[config.mk]
export PLATFORM = sky130hd
export DESIGN_NAME = ssbe_top
export DESIGN_NICKNAME = d
export VERILOG_FILES = /design/src/inc/ssbe_pkg.sv /design/src/core/ssbe_display.sv /design/src/core/ssbe_top.sv
export SDC_FILE = /design/constraint.sdc
export NUM_CORES = 1
export LEC_CHECK = 0
export ABC_CLOCK_PERIOD_IN_PS = 1900
export BUFFER_PORTS_ARGS = -buffer_cell sky130_fd_sc_hd__buf_2
export CAP_MARGIN = 20
export CORE_AREA = 2 2 104 106
export CTS_BUF_LIST = sky130_fd_sc_hd__clkbuf_16
export CTS_CLUSTER_DIAMETER = 200
export DETAILED_ROUTE_END_ITERATION = 10
export DIE_AREA = 0 0 106 108
export PLACE_DENSITY = 0.85
export REMOVE_ABC_BUFFERS = 1
export SYNTH_ARGS = -nofsm -noshare
export SYNTH_HDL_FRONTEND = slang
export SYNTH_SLANG_ARGS = --single-unit
[constraint.sdc]
create_clock -name clk -period 1.9 [get_ports clk]
set_clock_uncertainty 0.05 [all_clocks]
set_input_delay 0.285 -clock clk [delete_from_list [all_inputs] [get_ports clk]]
set_output_delay 0.285 -clock clk [all_outputs]
set_load 0.02 [all_outputs]
[src/inc/ssbe_pkg.sv]
// shared constants for the setup word editor and sequence selector
package ssbe_pkg;

  localparam int unsigned WORD_W    = 16;
  localparam int unsigned BITSEL_W  = 4;
  localparam int unsigned SEG_W     = 7;
  localparam int unsigned DIGITS    = 4;

  // factory values of the first and second setup words
  localparam logic [15:0] WORD_ONE_RESET = 16'h006c;
  localparam logic [15:0] WORD_TWO_RESET = 16'h0000;

  // field positions within setup word one
  localparam int unsigned B_SERVO_EN   = 0;
  localparam int unsigned B_SENSOR_ON  = 1;
  localparam int unsigned B_FWD_PERMIT = 2;
  localparam int unsigned B_REV_PERMIT = 3;
  localparam int unsigned B_OUT_SEL    = 4;
  localparam int unsigned B_RECOVER    = 5;
  localparam int unsigned B_COAST      = 6;
  localparam int unsigned B_HOLD_BRAKE = 7;
  localparam int unsigned B_OT_TORQUE  = 8;
  localparam int unsigned B_OT_LOCK    = 9;

  // parameter numbers reachable from settings mode
  localparam logic [1:0] PNUM_TOP      = 2'h0;
  localparam logic [1:0] PNUM_WORD_ONE = 2'h1;
  localparam logic [1:0] PNUM_WORD_TWO = 2'h2;

  localparam logic [3:0] BITSEL_RESET  = 4'h0;

  // keypad display state, gray along idle -> number -> edit -> saved
  typedef enum logic [1:0] {
    SSBE_IDLE  = 2'b00,
    SSBE_PNUM  = 2'b01,
    SSBE_EDIT  = 2'b11,
    SSBE_SAVED = 2'b10
  } ssbe_state_e;

endpackage
[src/core/ssbe_display.sv]
// seven segment mapping of a setup word and the selected bit number
`timescale 1ns/1ps
module ssbe_display (
  input  wire logic [15:0] word,
  input  wire logic [3:0]  bit_sel,
  input  wire logic        show_bits,
  input  wire logic [1:0]  param_num,
  output logic      [6:0]  digit_seg0,
  output logic      [6:0]  digit_seg1,
  output logic      [6:0]  digit_seg2,
  output logic      [6:0]  digit_seg3,
  output logic      [6:0]  digit_seg4
);

  // segments ordered g f e d c b a; bars use f e c b
  function automatic logic [6:0] ssbe_bars(input logic [3:0] nib);
    ssbe_bars = {1'b0, nib[3], nib[2], 1'b0, nib[0], nib[1], 1'b0};
  endfunction

  function automatic logic [6:0] ssbe_hex(input logic [3:0] v);
    unique case (v)
      4'h0: ssbe_hex = 7'h3f;
      4'h1: ssbe_hex = 7'h06;
      4'h2: ssbe_hex = 7'h5b;
      4'h3: ssbe_hex = 7'h4f;
      4'h4: ssbe_hex = 7'h66;
      4'h5: ssbe_hex = 7'h6d;
      4'h6: ssbe_hex = 7'h7d;
      4'h7: ssbe_hex = 7'h07;
      4'h8: ssbe_hex = 7'h7f;
      4'h9: ssbe_hex = 7'h6f;
      4'ha: ssbe_hex = 7'h77;
      4'hb: ssbe_hex = 7'h7c;
      4'hc: ssbe_hex = 7'h39;
      4'hd: ssbe_hex = 7'h5e;
      4'he: ssbe_hex = 7'h79;
      4'hf: ssbe_hex = 7'h71;
    endcase
  endfunction

  always_comb begin
    if (show_bits) begin
      digit_seg0 = ssbe_bars(word[15:12]);
      digit_seg1 = ssbe_bars(word[11:8]);
      digit_seg2 = ssbe_bars(word[7:4]);
      digit_seg3 = ssbe_bars(word[3:0]);
      digit_seg4 = ssbe_hex(bit_sel);
    end else begin
      digit_seg0 = 7'h00;
      digit_seg1 = 7'h00;
      digit_seg2 = 7'h00;
      digit_seg3 = 7'h00;
      digit_seg4 = ssbe_hex({2'h0, param_num});
    end
  end

endmodule

[src/core/ssbe_top.sv]
// setup word one and two editor, stored and active copies, and the sequence selector
// Functional notes
// - word one edits act only after power is recycled
// - sixteen bit bars over four left digits
// - rightmost digit shows selected bit number
// - lit bar is one, unlit is zero
// - mode, up once or twice, data opens word
// - handheld: left/right select, up/down invert, mode/data store
// - mounted: up/down select, mode inverts, data stores
// - data after storing returns to parameter number
// - bit 0: run command or always on
// - bit 1: sensor-on input or forced high
// - bit 2: forward limit honoured or ignored
// - bit 3: reverse limit honoured or ignored
// - bit 4: output shows rotation or current limit
// - bit 5: momentary stop raises or clears alarm
// - bit 6: dynamic brake stop or coast
// - bit 7: brake released or held after stop
// - bit 8: over-travel uses bit 6 or torque
// - bit 9: with bit 8 set, over-travel ends servo off or locked
`timescale 1ns/1ps
module ssbe_top #(
  parameter int unsigned WORD_W = ssbe_pkg::WORD_W
) (
  input  wire logic        clk,
  input  wire logic        rst_b,
  input  wire logic        power_up,
  input  wire logic        handy_keypad,
  input  wire logic        key_mode,
  input  wire logic        key_data,
  input  wire logic        key_up,
  input  wire logic        key_down,
  input  wire logic        key_left,
  input  wire logic        key_right,
  input  wire logic        run_cmd,
  input  wire logic        sensor_on_input,
  input  wire logic        forward_limit_input,
  input  wire logic        reverse_limit_input,
  input  wire logic        rotation_detect,
  input  wire logic        current_limit_detect,
  input  wire logic        momentary_recover,
  input  wire logic        alarm_reset,
  input  wire logic        fault_stop,
  input  wire logic        motor_stopped,
  output logic      [15:0] setup_word_one,
  output logic      [15:0] setup_word_two,
  output logic      [15:0] active_word,
  output logic      [1:0]  key_state,
  output logic      [6:0]  digit_seg0,
  output logic      [6:0]  digit_seg1,
  output logic      [6:0]  digit_seg2,
  output logic      [6:0]  digit_seg3,
  output logic      [6:0]  digit_seg4,
  output logic             servo_on,
  output logic             sensor_on,
  output logic             forward_permit,
  output logic             reverse_permit,
  output logic             motion_or_limit_output,
  output logic             servo_alarm,
  output logic             dyn_brake,
  output logic             coast_stop,
  output logic             estop_torque_sel,
  output logic             position_lock
);

  if (WORD_W != 16) begin : g_width_check
    $error("ssbe_top serves a 16-bit setup word only");
  end

  typedef struct packed {
    ssbe_pkg::ssbe_state_e state;
    logic [1:0]            param_num;
    logic [3:0]            bit_sel;
    logic [15:0]           edit_buf;
    logic [15:0]           stored_one;
    logic [15:0]           stored_two;
    logic [15:0]           active;
    logic                  alarm;
    logic                  servo_on;
    logic                  sensor_on;
    logic                  fwd_ok;
    logic                  rev_ok;
    logic                  shared_out;
    logic                  brake;
    logic                  coast;
    logic                  torque_sel;
    logic                  pos_lock;
  } ssbe_regs_s;

  ssbe_regs_s r;
  ssbe_regs_s next_r;

  logic select_up;
  logic select_down;
  logic invert_key;
  logic store_key;
  logic over_travel;
  logic ot_fwd;
  logic ot_rev;
  logic stopping;

  // key roles depend on which keypad is attached
  always_comb begin
    if (handy_keypad) begin
      select_up   = key_left;
      select_down = key_right;
      invert_key  = key_up | key_down;
      store_key   = key_mode | key_data;
    end else begin
      select_up   = key_up;
      select_down = key_down;
      invert_key  = key_mode;
      store_key   = key_data;
    end
  end

  // limit inputs are high to prohibit travel
  always_comb begin
    ot_fwd      = forward_limit_input & ~r.active[ssbe_pkg::B_FWD_PERMIT];
    ot_rev      = reverse_limit_input & ~r.active[ssbe_pkg::B_REV_PERMIT];
    over_travel = ot_fwd | ot_rev;
    stopping    = fault_stop | r.alarm;
  end

  always_comb begin
    next_r = r;

    // keypad procedure
    unique case (r.state)
      ssbe_pkg::SSBE_IDLE: begin
        if (key_mode) begin
          next_r.state     = ssbe_pkg::SSBE_PNUM;
          next_r.param_num = ssbe_pkg::PNUM_TOP;
        end
      end
      ssbe_pkg::SSBE_PNUM: begin
        if (key_mode) begin
          next_r.state = ssbe_pkg::SSBE_IDLE;
        end else if (key_data) begin
          if (r.param_num == ssbe_pkg::PNUM_WORD_ONE) begin
            next_r.state    = ssbe_pkg::SSBE_EDIT;
            next_r.edit_buf = r.stored_one;
            next_r.bit_sel  = ssbe_pkg::BITSEL_RESET;
          end else if (r.param_num == ssbe_pkg::PNUM_WORD_TWO) begin
            next_r.state    = ssbe_pkg::SSBE_EDIT;
            next_r.edit_buf = r.stored_two;
            next_r.bit_sel  = ssbe_pkg::BITSEL_RESET;
          end
        end else if (key_up && r.param_num != ssbe_pkg::PNUM_WORD_TWO) begin
          next_r.param_num = r.param_num + 2'h1;
        end else if (key_down && r.param_num != ssbe_pkg::PNUM_TOP) begin
          next_r.param_num = r.param_num - 2'h1;
        end
      end
      ssbe_pkg::SSBE_EDIT: begin
        if (store_key) begin
          next_r.state = ssbe_pkg::SSBE_SAVED;
          if (r.param_num == ssbe_pkg::PNUM_WORD_ONE) begin
            next_r.stored_one = r.edit_buf;
          end else begin
            next_r.stored_two = r.edit_buf;
          end
        end else if (invert_key) begin
          next_r.edit_buf[r.bit_sel] = ~r.edit_buf[r.bit_sel];
        end else if (select_up) begin
          next_r.bit_sel = r.bit_sel + 4'h1;
        end else if (select_down) begin
          next_r.bit_sel = r.bit_sel - 4'h1;
        end
      end
      ssbe_pkg::SSBE_SAVED: begin
        if (key_data) begin
          next_r.state = ssbe_pkg::SSBE_PNUM;
        end else if (key_mode) begin
          next_r.state = ssbe_pkg::SSBE_IDLE;
        end
      end
    endcase

    // stored copy reaches the drive only at power-up
    if (power_up) begin
      next_r.active = r.stored_one;
    end

    // servo alarm after momentary stop recovery
    if (momentary_recover && !r.active[ssbe_pkg::B_RECOVER]) begin
      next_r.alarm = 1'b1;
    end else if (momentary_recover || alarm_reset) begin
      next_r.alarm = 1'b0;
    end

    // sequence inputs
    next_r.sensor_on = r.active[ssbe_pkg::B_SENSOR_ON] | sensor_on_input;
    next_r.fwd_ok    = ~ot_fwd;
    next_r.rev_ok    = ~ot_rev;
    next_r.shared_out = r.active[ssbe_pkg::B_OUT_SEL] ? current_limit_detect
                                                       : rotation_detect;

    // default run: servo follows run command or stays on
    next_r.servo_on   = (r.active[ssbe_pkg::B_SERVO_EN] | run_cmd) & ~stopping;
    next_r.brake      = 1'b0;
    next_r.coast      = 1'b0;
    next_r.torque_sel = 1'b0;
    next_r.pos_lock   = 1'b0;

    if (stopping) begin
      if (!motor_stopped) begin
        next_r.brake = ~r.active[ssbe_pkg::B_COAST];
        next_r.coast = r.active[ssbe_pkg::B_COAST];
      end else begin
        next_r.brake = r.active[ssbe_pkg::B_HOLD_BRAKE];
      end
    end else if (over_travel) begin
      if (r.active[ssbe_pkg::B_OT_TORQUE]) begin
        if (!motor_stopped) begin
          next_r.torque_sel = 1'b1;
        end else if (r.active[ssbe_pkg::B_OT_LOCK]) begin
          next_r.pos_lock = 1'b1;
        end else begin
          next_r.servo_on = 1'b0;
        end
      end else begin
        next_r.servo_on = 1'b0;
        if (!motor_stopped) begin
          next_r.brake = ~r.active[ssbe_pkg::B_COAST];
          next_r.coast = r.active[ssbe_pkg::B_COAST];
        end else begin
          next_r.brake = r.active[ssbe_pkg::B_HOLD_BRAKE];
        end
      end
    end
  end

  always_ff @(posedge clk or negedge rst_b) begin
    if (!rst_b) begin
      r.state      <= ssbe_pkg::SSBE_IDLE;
      r.param_num  <= ssbe_pkg::PNUM_TOP;
      r.bit_sel    <= ssbe_pkg::BITSEL_RESET;
      r.edit_buf   <= ssbe_pkg::WORD_ONE_RESET;
      r.stored_one <= ssbe_pkg::WORD_ONE_RESET;
      r.stored_two <= ssbe_pkg::WORD_TWO_RESET;
      r.active     <= ssbe_pkg::WORD_ONE_RESET;
      r.alarm      <= 1'b0;
      r.servo_on   <= 1'b0;
      r.sensor_on  <= 1'b0;
      r.fwd_ok     <= 1'b0;
      r.rev_ok     <= 1'b0;
      r.shared_out <= 1'b0;
      r.brake      <= 1'b0;
      r.coast      <= 1'b0;
      r.torque_sel <= 1'b0;
      r.pos_lock   <= 1'b0;
    end else begin
      r <= next_r;
    end
  end

  logic show_bits;

  assign show_bits = (r.state == ssbe_pkg::SSBE_EDIT) ||
                     (r.state == ssbe_pkg::SSBE_SAVED);

  ssbe_display u_display (
    .word       (r.edit_buf),
    .bit_sel    (r.bit_sel),
    .show_bits  (show_bits),
    .param_num  (r.param_num),
    .digit_seg0 (digit_seg0),
    .digit_seg1 (digit_seg1),
    .digit_seg2 (digit_seg2),
    .digit_seg3 (digit_seg3),
    .digit_seg4 (digit_seg4)
  );

  assign setup_word_one         = r.stored_one;
  assign setup_word_two         = r.stored_two;
  assign active_word            = r.active;
  assign key_state              = r.state;
  assign servo_on               = r.servo_on;
  assign sensor_on              = r.sensor_on;
  assign forward_permit         = r.fwd_ok;
  assign reverse_permit         = r.rev_ok;
  assign motion_or_limit_output = r.shared_out;
  assign servo_alarm            = r.alarm;
  assign dyn_brake              = r.brake;
  assign coast_stop             = r.coast;
  assign estop_torque_sel       = r.torque_sel;
  assign position_lock          = r.pos_lock;

endmodule

# ---- Yosys cells after proc, flatten, opt, wreduce, memory -nomap -nowiden
# Memories as Yosys holds them, arrays and structs flattened.
# Cells that the tools add are included.
dict set report word_totals {
  regBits 82
  mem_bits_ro 112
  in_bits 20
  out_inout_bits 95
  wordCells 137
  n_memories 1
}
# memory depth word_bits rd rd_clocked_by_memory_dff wr line_no
set mem_list {}
lappend mem_list {{(no name shown)} 16 7 1 0 0 ssbe_display.sv:21} ;# unique case (v)
dict set report op_classes {
  add_sub_neg 4
  n_lt_le_gt_ge 2
  eq_ne 21
  muxes 56
  n_bitwise 17
  n_reduce_logical 19
}
# op n
set ops {}
lappend ops {{$mux W20} 4}
lappend ops {{$pmux W20 S2} 1}
lappend ops {{$mux W2} 14}
lappend ops {{$pmux W7 S4} 1}
lappend ops {{$mux W6} 4}
lappend ops {{$mux W22} 1}
lappend ops {{$mux W4} 5}
lappend ops {{$mux W1} 19}
lappend ops {{$ne A2 B2 Y1 const B} 9}
lappend ops {{$bwmux W16} 1}
lappend ops {{$mux W16} 1}
lappend ops {{$ne A3 B3 Y1 const B} 5}
lappend ops {{$reduce_and A5 Y1} 2}
lappend ops {{$eq A2 B2 Y1 const B} 4}
lappend ops {{$not A1 Y1} 8}
lappend ops {{$pmux W2 S4} 1}
lappend ops {{$reduce_bool A2 Y1} 4}
lappend ops {{$mux W7} 1}
lappend ops {{$reduce_and A7 Y1} 1}
lappend ops {{$or A1 B1 Y1} 6}
lappend ops {{$reduce_and A3 Y1} 2}
lappend ops {{$reduce_and A6 Y1} 1}
lappend ops {{$lt A4 B5 Y1 const B} 1}
lappend ops {{$add A4 B1 Y4 const B} 1}
lappend ops {{other kinds (14)} 22}

# ---- Longest topological paths before layout
# Gate-level depths: netlist (run 1).
dict set report logic_depth {
  ltp_word 8
  ltp_mapped 8
  ltp_nobuf 7
}

# ---- Modules after synthesis
# Synthesis (run 1) repeated with hierarchy kept, for this count alone.
dict set report hier_totals {
  cells_unflattened 455
  area_unflattened_um2 4822.1
}
# mod instances cells_each area_per_inst_um2 seq_area_each_um2
set modules_own_cells {}
lappend modules_own_cells {ssbe_top 1 381 4279.1 2067.0}
lappend modules_own_cells {ssbe_display 1 74 543.0 0.0}

# ---- Least setup slack after synthesis (run 1)
# OpenSTA, ideal clock, no wires.
dict set report synth_timing {
  kind {register to output}
  start {reg r[75] (netlist name)}
  end {out digit_seg4[3]}
  t_arrival_ns 1.759
  required_time_ns 1.565
  setup_slack_ns -0.194
  path_stages_with_launch 7
  n_path_buf 1
  path_cell_list {dfrtp_1 > buf_6 > inv_1 > ha_1 > nor2b_1 > a211o_1 > a31oi_1}
}
dict set report synth_via {
  elab_chain_cells 2
}
# item line_no
set synth_rtl {}
lappend synth_rtl {{$mem_v2 Z16 W7} n/a}
lappend synth_rtl {{$mux W7} ssbe_display.sv:42} ;# if (show_bits) begin
lappend synth_rtl {{end: declaration} ssbe_top.sv:53} ;# output logic [6:0] digit_seg4,
# Every way passes these cells.

# ---- Final worst setup path (run 1)
dict set report layout_timing {
  start {reg r[75] (netlist name)}
  end {reg r[67] (netlist name)}
}
dict set report layout_via {
  elab_chain_cells 8
  word_cells_on_any_way 12
  cone_classes {order compare (2); mux (8); bitwise (1); reduce/logical (1)}
}
# item line_no
set layout_rtl {}
lappend layout_rtl {{$lt A4 B5 Y1 (not written as such) / $ge A4 B1 Y1 (equally long branches)} ssbe_top.sv:164} ;# next_r.edit_buf[r.bit_sel] = ~r.edit_buf[r.bit_sel];
lappend layout_rtl {{$logic_and A1 B1 Y1 (not written as such)} ssbe_top.sv:164}
lappend layout_rtl {{$mux W1 (not written as such)} ssbe_top.sv:164}
lappend layout_rtl {{$demux W1 S4} ssbe_top.sv:164}
lappend layout_rtl {{$bwmux W16 *} ssbe_top.sv:164}
lappend layout_rtl {{$mux W16 *} ssbe_top.sv:163} ;# end else if (invert_key) begin
lappend layout_rtl {{$mux W20 *} ssbe_top.sv:156} ;# if (store_key) begin
lappend layout_rtl {{$pmux W20 S2 *} ssbe_top.sv:129} ;# unique case (r.state)
lappend layout_rtl {{end signal: assignment} ssbe_top.sv:254} ;# r <= next_r;
lappend layout_rtl {{end: declaration} ssbe_top.sv:90} ;# ssbe_regs_s r;
# Every way passes the cells marked *; elsewhere a longest branch is shown, timed or not. The select of a mux whose other input is x is not followed.
# A chain may end at the register's enable or synchronous reset.

==> metrics.txt, run 1 <==
# TYPE chip_impl_metric gauge
chip_impl_info{name="critPathLaunchType",value="flop"} 1
chip_impl_metric{name="routed_length_per_instance",unit="microns"} 17.4
chip_impl_metric{name="drt_wl_total",unit="microns"} 13100
chip_impl_metric{name="detailedPlacementHpwl",unit="microns"} 8510
chip_impl_metric{name="timing.final.crit_share",unit=""} 1.14
chip_impl_info{name="crit_path_cell_trace",value="buf_4 -> mux2_4 -> mux4_2 -> nor3b_4 -> nand2_1 -> a31oi_1"} 1
chip_impl_metric{name="synthToLayoutAreaGrowth",unit="%"} 22.5
chip_impl_metric{name="pwr_per_cell_area",unit="mW/mm^2"} 1320
chip_impl_metric{name="die-area",unit="sq mm"} 0.0114
chip_impl_metric{name="synth_adder_area_share",unit=""} 0.0433
chip_impl_metric{name="gp_routability_congestion",unit=""} 0.918
chip_impl_metric{name="synthSimpleGateAreaFrac",unit=""} 0.142
chip_impl_metric{name="finalWorstPathRequiredPeriod",unit="ns"} 2.17
chip_impl_metric{name="synth-compound-area-share",unit=""} 0.107
chip_impl_metric{name="synth_mux_area_frac",unit=""} 0.169
chip_impl_info{name="ys_top_cells_by_count",value="sky130_fd_sc_hd__dfrtp_1 (70), sky130_fd_sc_hd__nand2_1 (70), sky130_fd_sc_hd__buf_4 (62)"} 1
chip_impl_metric{name="cp.arrival",unit="ns"} 2.38
chip_impl_metric{name="final-setup-viol-count",unit=""} 16
chip_impl_metric{name="design.final.nets",unit=""} 649
chip_impl_metric{name="synthArstFlopShare",unit=""} 1.00
chip_impl_metric{name="hold_violations",unit=""} 0
chip_impl_info{name="outcome",value="finished with violations"} 1
chip_impl_metric{name="finalMaxSlewViolations",unit=""} 0
chip_impl_info{name="worstSetupPathType",value="flop to flop"} 1
chip_impl_metric{name="fin_setup_tns",unit="ns"} -3.12
chip_impl_metric{name="max_freq",unit="MHz"} 460
chip_impl_metric{name="vdd_drop_max",unit="mV"} 0.599
chip_impl_metric{name="layout-drive-gt1-share",unit=""} 0.434
chip_impl_info{name="crit_slowest_cell",value="sky130_fd_sc_hd__mux4_2"} 1
chip_impl_metric{name="syn_avg_cell_area",unit="sq um"} 9.68
chip_impl_metric{name="num_io_pins",unit=""} 115
chip_impl_info{name="root_buffer",value="sky130_fd_sc_hd__clkbuf_16"} 1
chip_impl_metric{name="drtAntennaViolNets",unit=""} 0
chip_impl_metric{name="seq_power_share",unit=""} 0.321
chip_impl_metric{name="p_leak",unit="nW"} 3.09
chip_impl_metric{name="grt_start_max_net_pins",unit=""} 53
chip_impl_metric{name="port_buffers",unit=""} 102
chip_impl_metric{name="initial_utilization",unit=""} 0.497
chip_impl_metric{name="synth_largest_type_area_fraction",unit=""} 0.344
chip_impl_info{name="combinational_family_with_the_most_area_after_synthesis",value="multiplexers"} 1
chip_impl_metric{name="parity_gate_share_of_the_synthesized_area_counting_xor_and_xnor_cells",unit=""} 0.00516
chip_impl_metric{name="worstPathMaxFanout",unit=""} 4
chip_impl_metric{name="grt_pass1_wl",unit="microns"} 20100
chip_impl_metric{name="grt_overflow_total",unit=""} 0
chip_impl_info{name="failed_checks",value="setup timing"} 1
chip_impl_metric{name="floorplan.core_area",unit="sq mm"} 0.0102
chip_impl_metric{name="clk_pin_slew_worst_paths",unit="ns"} 0.06
chip_impl_metric{name="clock_latency_late_sink",unit="ns"} 0.34
chip_impl_metric{name="dr_total_vias",unit=""} 4151
chip_impl_metric{name="internal_power",unit="mW"} 4.99
chip_impl_metric{name="max_cap_viol_count",unit=""} 0
chip_impl_metric{name="cts_max_level",unit=""} 3
chip_impl_metric{name="ctsLongestPathBuffers",unit=""} 2
chip_impl_metric{name="antenna_cells",unit=""} 0
chip_impl_info{name="dominant_cell_type_by_area_after_synthesis",value="sky130_fd_sc_hd__dfrtp_1"} 1
chip_impl_metric{name="number_of_global_route_vias_before_repair",unit=""} 4024
chip_impl_metric{name="final_core_util",unit=""} 0.609
chip_impl_metric{name="post-route-worst-setup-slack",unit="ns"} -0.272
chip_impl_metric{name="tritoncts.num_buffers",unit=""} 9
chip_impl_metric{name="num_rows",unit=""} 37
chip_impl_metric{name="synth_seq_area_share",unit=""} 0.406
chip_impl_metric{name="post_synth_num_cell_types",unit=""} 47
chip_impl_metric{name="remaining_drc_errors",unit=""} 0
chip_impl_metric{name="syn-cell-area",unit="sq mm"} 0.00509
chip_impl_info{name="rsz0062_at_grt",value="yes"} 1
chip_impl_metric{name="chipWidth",unit="microns"} 106
chip_impl_metric{name="grt_antenna_before_repair",unit=""} 0
chip_impl_metric{name="yosysWarningCount",unit=""} 0
chip_impl_info{name="synth_top_flop_cell",value="sky130_fd_sc_hd__dfrtp_1"} 1
chip_impl_info{name="endpoint_kind",value="flop"} 1
chip_impl_metric{name="number_of_enable_type_register_cells_in_the_synthesized_netlist",unit=""} 0
chip_impl_metric{name="grt_usage",unit=""} 0.221
chip_impl_info{name="synthTopCellsByArea",value="sky130_fd_sc_hd__dfrtp_1 (34%), sky130_fd_sc_hd__buf_4 (9.1%), sky130_fd_sc_hd__mux2_2 (8.8%)"} 1
chip_impl_metric{name="switchingPower",unit="mW"} 3.22
chip_impl_metric{name="tritoncts_num_sinks",unit=""} 82
chip_impl_metric{name="vias_per_cell",unit=""} 5.51
chip_impl_info{name="tritoncts_clock_tree",value="built"} 1
chip_impl_metric{name="clkPwrFrac",unit=""} 0.224
chip_impl_info{name="worst_hold_path_type",value="input pin to flop"} 1
chip_impl_metric{name="flip_flop_and_latch_count_after_synthesis",unit=""} 82
chip_impl_metric{name="total_iterations_of_the_first_detailed_routing_run",unit=""} 4
chip_impl_metric{name="combinationalPowerShare",unit=""} 0.455
chip_impl_metric{name="post_synth_inst_count",unit=""} 526
chip_impl_metric{name="drtIter0Drc",unit=""} 325
chip_impl_metric{name="die_h",unit="microns"} 108
chip_impl_metric{name="crit_required",unit="ns"} 2.11
chip_impl_metric{name="power_switching_share",unit=""} 0.392
chip_impl_metric{name="cp_slowest_stage_delay",unit="ns"} 0.56
[sequential cells by signal (all words and copies together) (netlist names), 2 cells and up]
name            flops
key_state           2
setup_word_two     16
r                  22
setup_word_one     16
active_word        16
[power by group through the flow]
stage	Sequential, mW	Combinational (mW)	Clock, mW
detailed placement	2.64	3.18	0
floorplan	2.89	1.68	0
global route	2.68	4.02	1.94
global placement	2.61	3.06	0
finish	2.63	3.73	1.84
CTS	2.62	3.42	1.86
[final timing paths]
| path | endpoint | cells after the start | start | slack [ns] |
|---|---|---|---|---|
| setup / recovery | r[67] | 6 | r[75] | -0.27 |
| hold / removal | reverse_permit | 2 | reverse_limit_input | 0.09 |
| setup reg to reg | r[67] | 6 | r[75] | -0.27 |
| hold reg to reg | sensor_on | 1 | active_word[1] | 0.44 |
| max in group asynchronous | r[63] | 3 | rst_b | 0.75 |
| min in group asynchronous | active_word[0] | 2 | rst_b | 0.38 |
[placed cells by master (no fill, tap or decap), types with 18 or more instances in the layout]
cell                       n
sky130_fd_sc_hd__buf_4    50
sky130_fd_sc_hd__mux2_2   40
sky130_fd_sc_hd__dfrtp_1  63
sky130_fd_sc_hd__o21ai_0  29
sky130_fd_sc_hd__mux2i_1  23
sky130_fd_sc_hd__nand2_1  69
sky130_fd_sc_hd__buf_2    94
sky130_fd_sc_hd__nand3_1  18
sky130_fd_sc_hd__a31oi_1  19
sky130_fd_sc_hd__a21oi_1  23
[timing repair]
| action | in CTS | in global routing |
|---|---|---|
| buffers inserted | 7 | 8 |
| pin swaps | 23 | 14 |
| gates resized for setup | 36 | 23 |
| setup endpoints to repair | 17 | 43 |
| hold buffers | 1 | 0 |
| gates cloned | 0 | 2 |
| endpoints found under the hold margin | 26 | 0 |
[metal layers]
metal	GRT usage	routed length, microns
met5	0	0
met4	0.0883	365
met3	0.0464	760
met2	0.370	6600
met1	0.282	5380
[cells by family (layout without fill, tap and decap cells)]
logic type | Yosys count | after routing
simple gates | 148 | 148
xor+xnor | 3 | 3
buf+inv | 104 | 184
mux | 77 | 77
other cells | 1 | 12
fa+ha+maj | 17 | 17
compound gates | 94 | 94
flops | 82 | 82
[stage by stage]
| step | instance area, sq um | hold WS (ns) | setup WS (ns) | cells | total power [mW] |
|---|---|---|---|---|---|
| final | 6230 | 0.0899 | -0.272 | 753 | 8.21 |
| after global routing | 6230 | 0.0913 | -0.332 | 753 | 8.65 |
| after CTS | 6020 | 0.0846 | -0.226 | 743 | 7.90 |
| after detailed placement | 5540 | 0.194 | -0.154 | 719 | 5.82 |
| after global placement | 5540 | 0.192 | -0.0568 | 719 | 5.67 |
| after floorplan | 4530 | -0.0606 | -1.49 | 444 | 4.57 |
[worst max-delay path, delay by kind of cell, from the launching register on]
family                 cells  cell delay (ns)
AND/OR/NAND/NOR            2             0.42
multiplexers               2             0.85
buffers and inverters      1             0.17
flip-flops                 1             0.43
AO/OA/AOI/OAI              1             0.16
[cell type report]
cell class | instances | area, sq um
clock buffers | 9 | 225
fillers | 790 | 4000
well taps | 136 | 170
clock inverters | 7 | 86.3
repair buffers | 157 | 1060
multi-input cells | 351 | 2570
flip-flops and latches | 82 | 2080
inverters | 11 | 43.8
No activity file was read; power rests on OpenSTA's default activity.
==> inputs of run 2 (changes only) <==
--- a/config.mk
+++ b/config.mk
@@ -15,6 +15,7 @@
 export DIE_AREA = 0 0 106 108
 export PLACE_DENSITY = 0.85
 export REMOVE_ABC_BUFFERS = 1
+export SKIP_LAST_GASP = 1
 export SYNTH_ARGS = -nofsm -noshare
 export SYNTH_HDL_FRONTEND = slang
 export SYNTH_SLANG_ARGS = --single-unit
==> run 2 against run 1 <==
The run still ends with setup timing left. Via count rose by 0.31%. Die area is the same. Final area barely moved. Maximum frequency is 0.67% higher. Register-to-register slack is essentially flat. Core utilization hardly changed. Global-route usage is the same. Flip-flop and latch count stayed put. Combinational power hardly changed. First-iteration DRC count is 0.62% higher. Critical path type unchanged.
==> metrics.txt, run 2 (synthesized netlist as in run 1, its figures left out) <==
# TYPE chip_impl_metric gauge
chip_impl_info{name="outcome",value="finished with violations"} 1
chip_impl_info{name="failed_checks",value="setup timing"} 1
chip_impl_metric{name="final-setup-viol-count",unit=""} 16
chip_impl_metric{name="num_io_pins",unit=""} 115
chip_impl_metric{name="synthToLayoutAreaGrowth",unit="%"} 22.4
chip_impl_metric{name="grt_antenna_before_repair",unit=""} 0
chip_impl_metric{name="p_leak",unit="nW"} 3.09
chip_impl_metric{name="ctsLongestPathBuffers",unit=""} 2
chip_impl_metric{name="grt_start_max_net_pins",unit=""} 53
chip_impl_metric{name="vias_per_cell",unit=""} 5.53
chip_impl_metric{name="worstPathMaxFanout",unit=""} 4
chip_impl_metric{name="hold_path_depth",unit=""} 2
chip_impl_info{name="worstSetupPathType",value="flop to flop"} 1
chip_impl_info{name="tritoncts_clock_tree",value="built"} 1
chip_impl_metric{name="gp_routability_congestion",unit=""} 0.918
chip_impl_metric{name="layout.cell_area.non_filler",unit="sq mm"} 0.00623
chip_impl_metric{name="tritoncts.num_buffers",unit=""} 9
chip_impl_info{name="root_buffer",value="sky130_fd_sc_hd__clkbuf_16"} 1
chip_impl_metric{name="max_freq",unit="MHz"} 463
chip_impl_metric{name="largest_reg_flops",unit=""} 22
chip_impl_metric{name="area_of_combinational_cells_with_multiple_inputs",unit="sq mm"} 0.00257
chip_impl_metric{name="number_of_global_route_vias_before_repair",unit=""} 4029
chip_impl_metric{name="hold_violations",unit=""} 0
chip_impl_metric{name="post-route-worst-setup-slack",unit="ns"} -0.258
chip_impl_metric{name="antenna_cells",unit=""} 0
chip_impl_metric{name="hold_slack",unit="ns"} 0.0903
chip_impl_metric{name="timing.final.crit_share",unit=""} 1.14
chip_impl_metric{name="port_buffers",unit=""} 102
chip_impl_info{name="endpoint_kind",value="flop"} 1
chip_impl_info{name="final_common_cell",value="sky130_fd_sc_hd__buf_2"} 1
chip_impl_metric{name="die-area",unit="sq mm"} 0.0114
chip_impl_metric{name="num_rows",unit=""} 37
chip_impl_metric{name="cp_slowest_stage_delay",unit="ns"} 0.56
chip_impl_metric{name="grt_pass1_wl",unit="microns"} 20100
chip_impl_info{name="critPathLaunchType",value="flop"} 1
chip_impl_metric{name="routed_length_per_instance",unit="microns"} 17.3
chip_impl_metric{name="remaining_drc_errors",unit=""} 0
chip_impl_info{name="rsz0062_at_grt",value="yes"} 1
chip_impl_metric{name="dr_total_vias",unit=""} 4164
chip_impl_metric{name="drtIter0Drc",unit=""} 327
chip_impl_metric{name="final_core_util",unit=""} 0.609
chip_impl_metric{name="clk_pin_slew_worst_paths",unit="ns"} 0.06
chip_impl_metric{name="crit_required",unit="ns"} 2.11
chip_impl_metric{name="pwr_per_cell_area",unit="mW/mm^2"} 1310
chip_impl_info{name="worst_hold_startpoint",value="reverse_limit_input"} 1
chip_impl_metric{name="total_iterations_of_the_first_detailed_routing_run",unit=""} 5
chip_impl_metric{name="tritoncts_num_sinks",unit=""} 82
chip_impl_metric{name="filler_cell_count",unit=""} 790
chip_impl_info{name="crit_path_cell_trace",value="buf_4 -> mux2_4 -> mux4_2 -> nor3b_4 -> nand2_1 -> a31oi_1"} 1
chip_impl_metric{name="grt_overflow_total",unit=""} 0
chip_impl_metric{name="grt_usage",unit=""} 0.221
chip_impl_metric{name="cts_max_level",unit=""} 3
chip_impl_info{name="mostFrequentLayoutCells",value="sky130_fd_sc_hd__buf_2 (95), sky130_fd_sc_hd__nand2_1 (69), sky130_fd_sc_hd__dfrtp_1 (63), sky130_fd_sc_hd__buf_4 (49), sky130_fd_sc_hd__mux2_2 (40)"} 1
chip_impl_metric{name="drt_wl_total",unit="microns"} 13100
chip_impl_metric{name="finalMaxSlewViolations",unit=""} 0
chip_impl_metric{name="drtAntennaViolNets",unit=""} 0
chip_impl_metric{name="detailedPlacementHpwl",unit="microns"} 8510
chip_impl_metric{name="die_h",unit="microns"} 108
chip_impl_metric{name="standard_cell_area_after_detailed_placement",unit="sq mm"} 0.00554
chip_impl_info{name="reg2reg_from",value="r[75]"} 1
chip_impl_metric{name="finalWorstPathRequiredPeriod",unit="ns"} 2.16
chip_impl_metric{name="vdd_drop_max",unit="mV"} 0.599
chip_impl_metric{name="chipWidth",unit="microns"} 106
chip_impl_metric{name="floorplan.core_area",unit="sq mm"} 0.0102
chip_impl_metric{name="cp.arrival",unit="ns"} 2.36
chip_impl_metric{name="max_cap_viol_count",unit=""} 0
chip_impl_metric{name="design.final.nets",unit=""} 649
chip_impl_info{name="largest-register",value="r"} 1
chip_impl_metric{name="pre_cts_ws",unit="ns"} -0.154
chip_impl_metric{name="ff2ff_path_depth",unit=""} 6
chip_impl_info{name="worst_hold_path_type",value="input pin to flop"} 1
chip_impl_info{name="worst_setup_path_startpoint",value="r[75]"} 1
chip_impl_metric{name="clock_latency_late_sink",unit="ns"} 0.34
chip_impl_metric{name="area_of_all_sequential_standard_cells",unit="sq mm"} 0.00208
chip_impl_metric{name="initial_utilization",unit=""} 0.497
chip_impl_metric{name="layout-drive-gt1-share",unit=""} 0.434
chip_impl_info{name="crit_slowest_cell",value="sky130_fd_sc_hd__mux4_2"} 1
==> run 2: cell counts in the layout (fill, tap and decap cells not counted) <==
Identical to the previous run, type by type.
==> run 2: routing by layer <==
layer  up-vias  track usage  part of all wire
li1       1912            -                 -
met5         -            0                 0
met2       191        0.367              0.50
met3        34       0.0464             0.062
met1      2027        0.282              0.41
met4         0       0.0940             0.033
==> run 2: timing repair <==
action                                 4_1_cts  5_1_grt
setup buffers                                7        8
setup endpoints to repair                   17       43
pin swaps                                   23       15
gates cloned                                 0        2
endpoints found under the hold margin       26        0
resized for setup                           34       24
hold buffers                                 1        0
==> run 2: cell type report <==
class | count | area share
inverter | 11 | 0.00703
multi-input combinational | 351 | 0.413
tap | 136 | 0.0273
timing repair buffer | 157 | 0.170
clock buffer | 9 | 0.0361
sequential | 82 | 0.333
clock inverter | 7 | 0.0139
==> run 2: worst paths after layout <==
check	to	slack [ns]
max	r[67]	-0.26
min	reverse_permit	0.09
max reg2reg	r[67]	-0.26
min reg2reg	sensor_on	0.44
max in group asynchronous	setup_word_one[5]	0.75
min in group asynchronous	active_word[0]	0.38
==> run 2: where the power goes <==
part	switching, mW	total [mW]	internal (mW)
Sequential	0.441	2.63	2.19
Combinational	2.07	3.73	1.66
Clock	0.699	1.84	1.14
Total	3.21	8.20	4.98
==> run 2: stage by stage <==
step                      power (mW)  std cells  setup TNS, ns
after global routing            8.64        753          -4.10
final                           8.20        753          -3.02
after CTS                       7.89        743          -2.47
after global placement          5.67        719         -0.484
after floorplan                 4.57        444         -62.15
after detailed placement        5.82        719          -1.28
==> run 2: worst max-delay path, delay by kind of cell (launching register included) <==
family	cells	cell delay (ns)
muxes	2	0.85
DFF	1	0.43
and+or+nand+nor	2	0.42
buffers and inverters	1	0.17
AOI/OAI and AO/OA	1	0.15
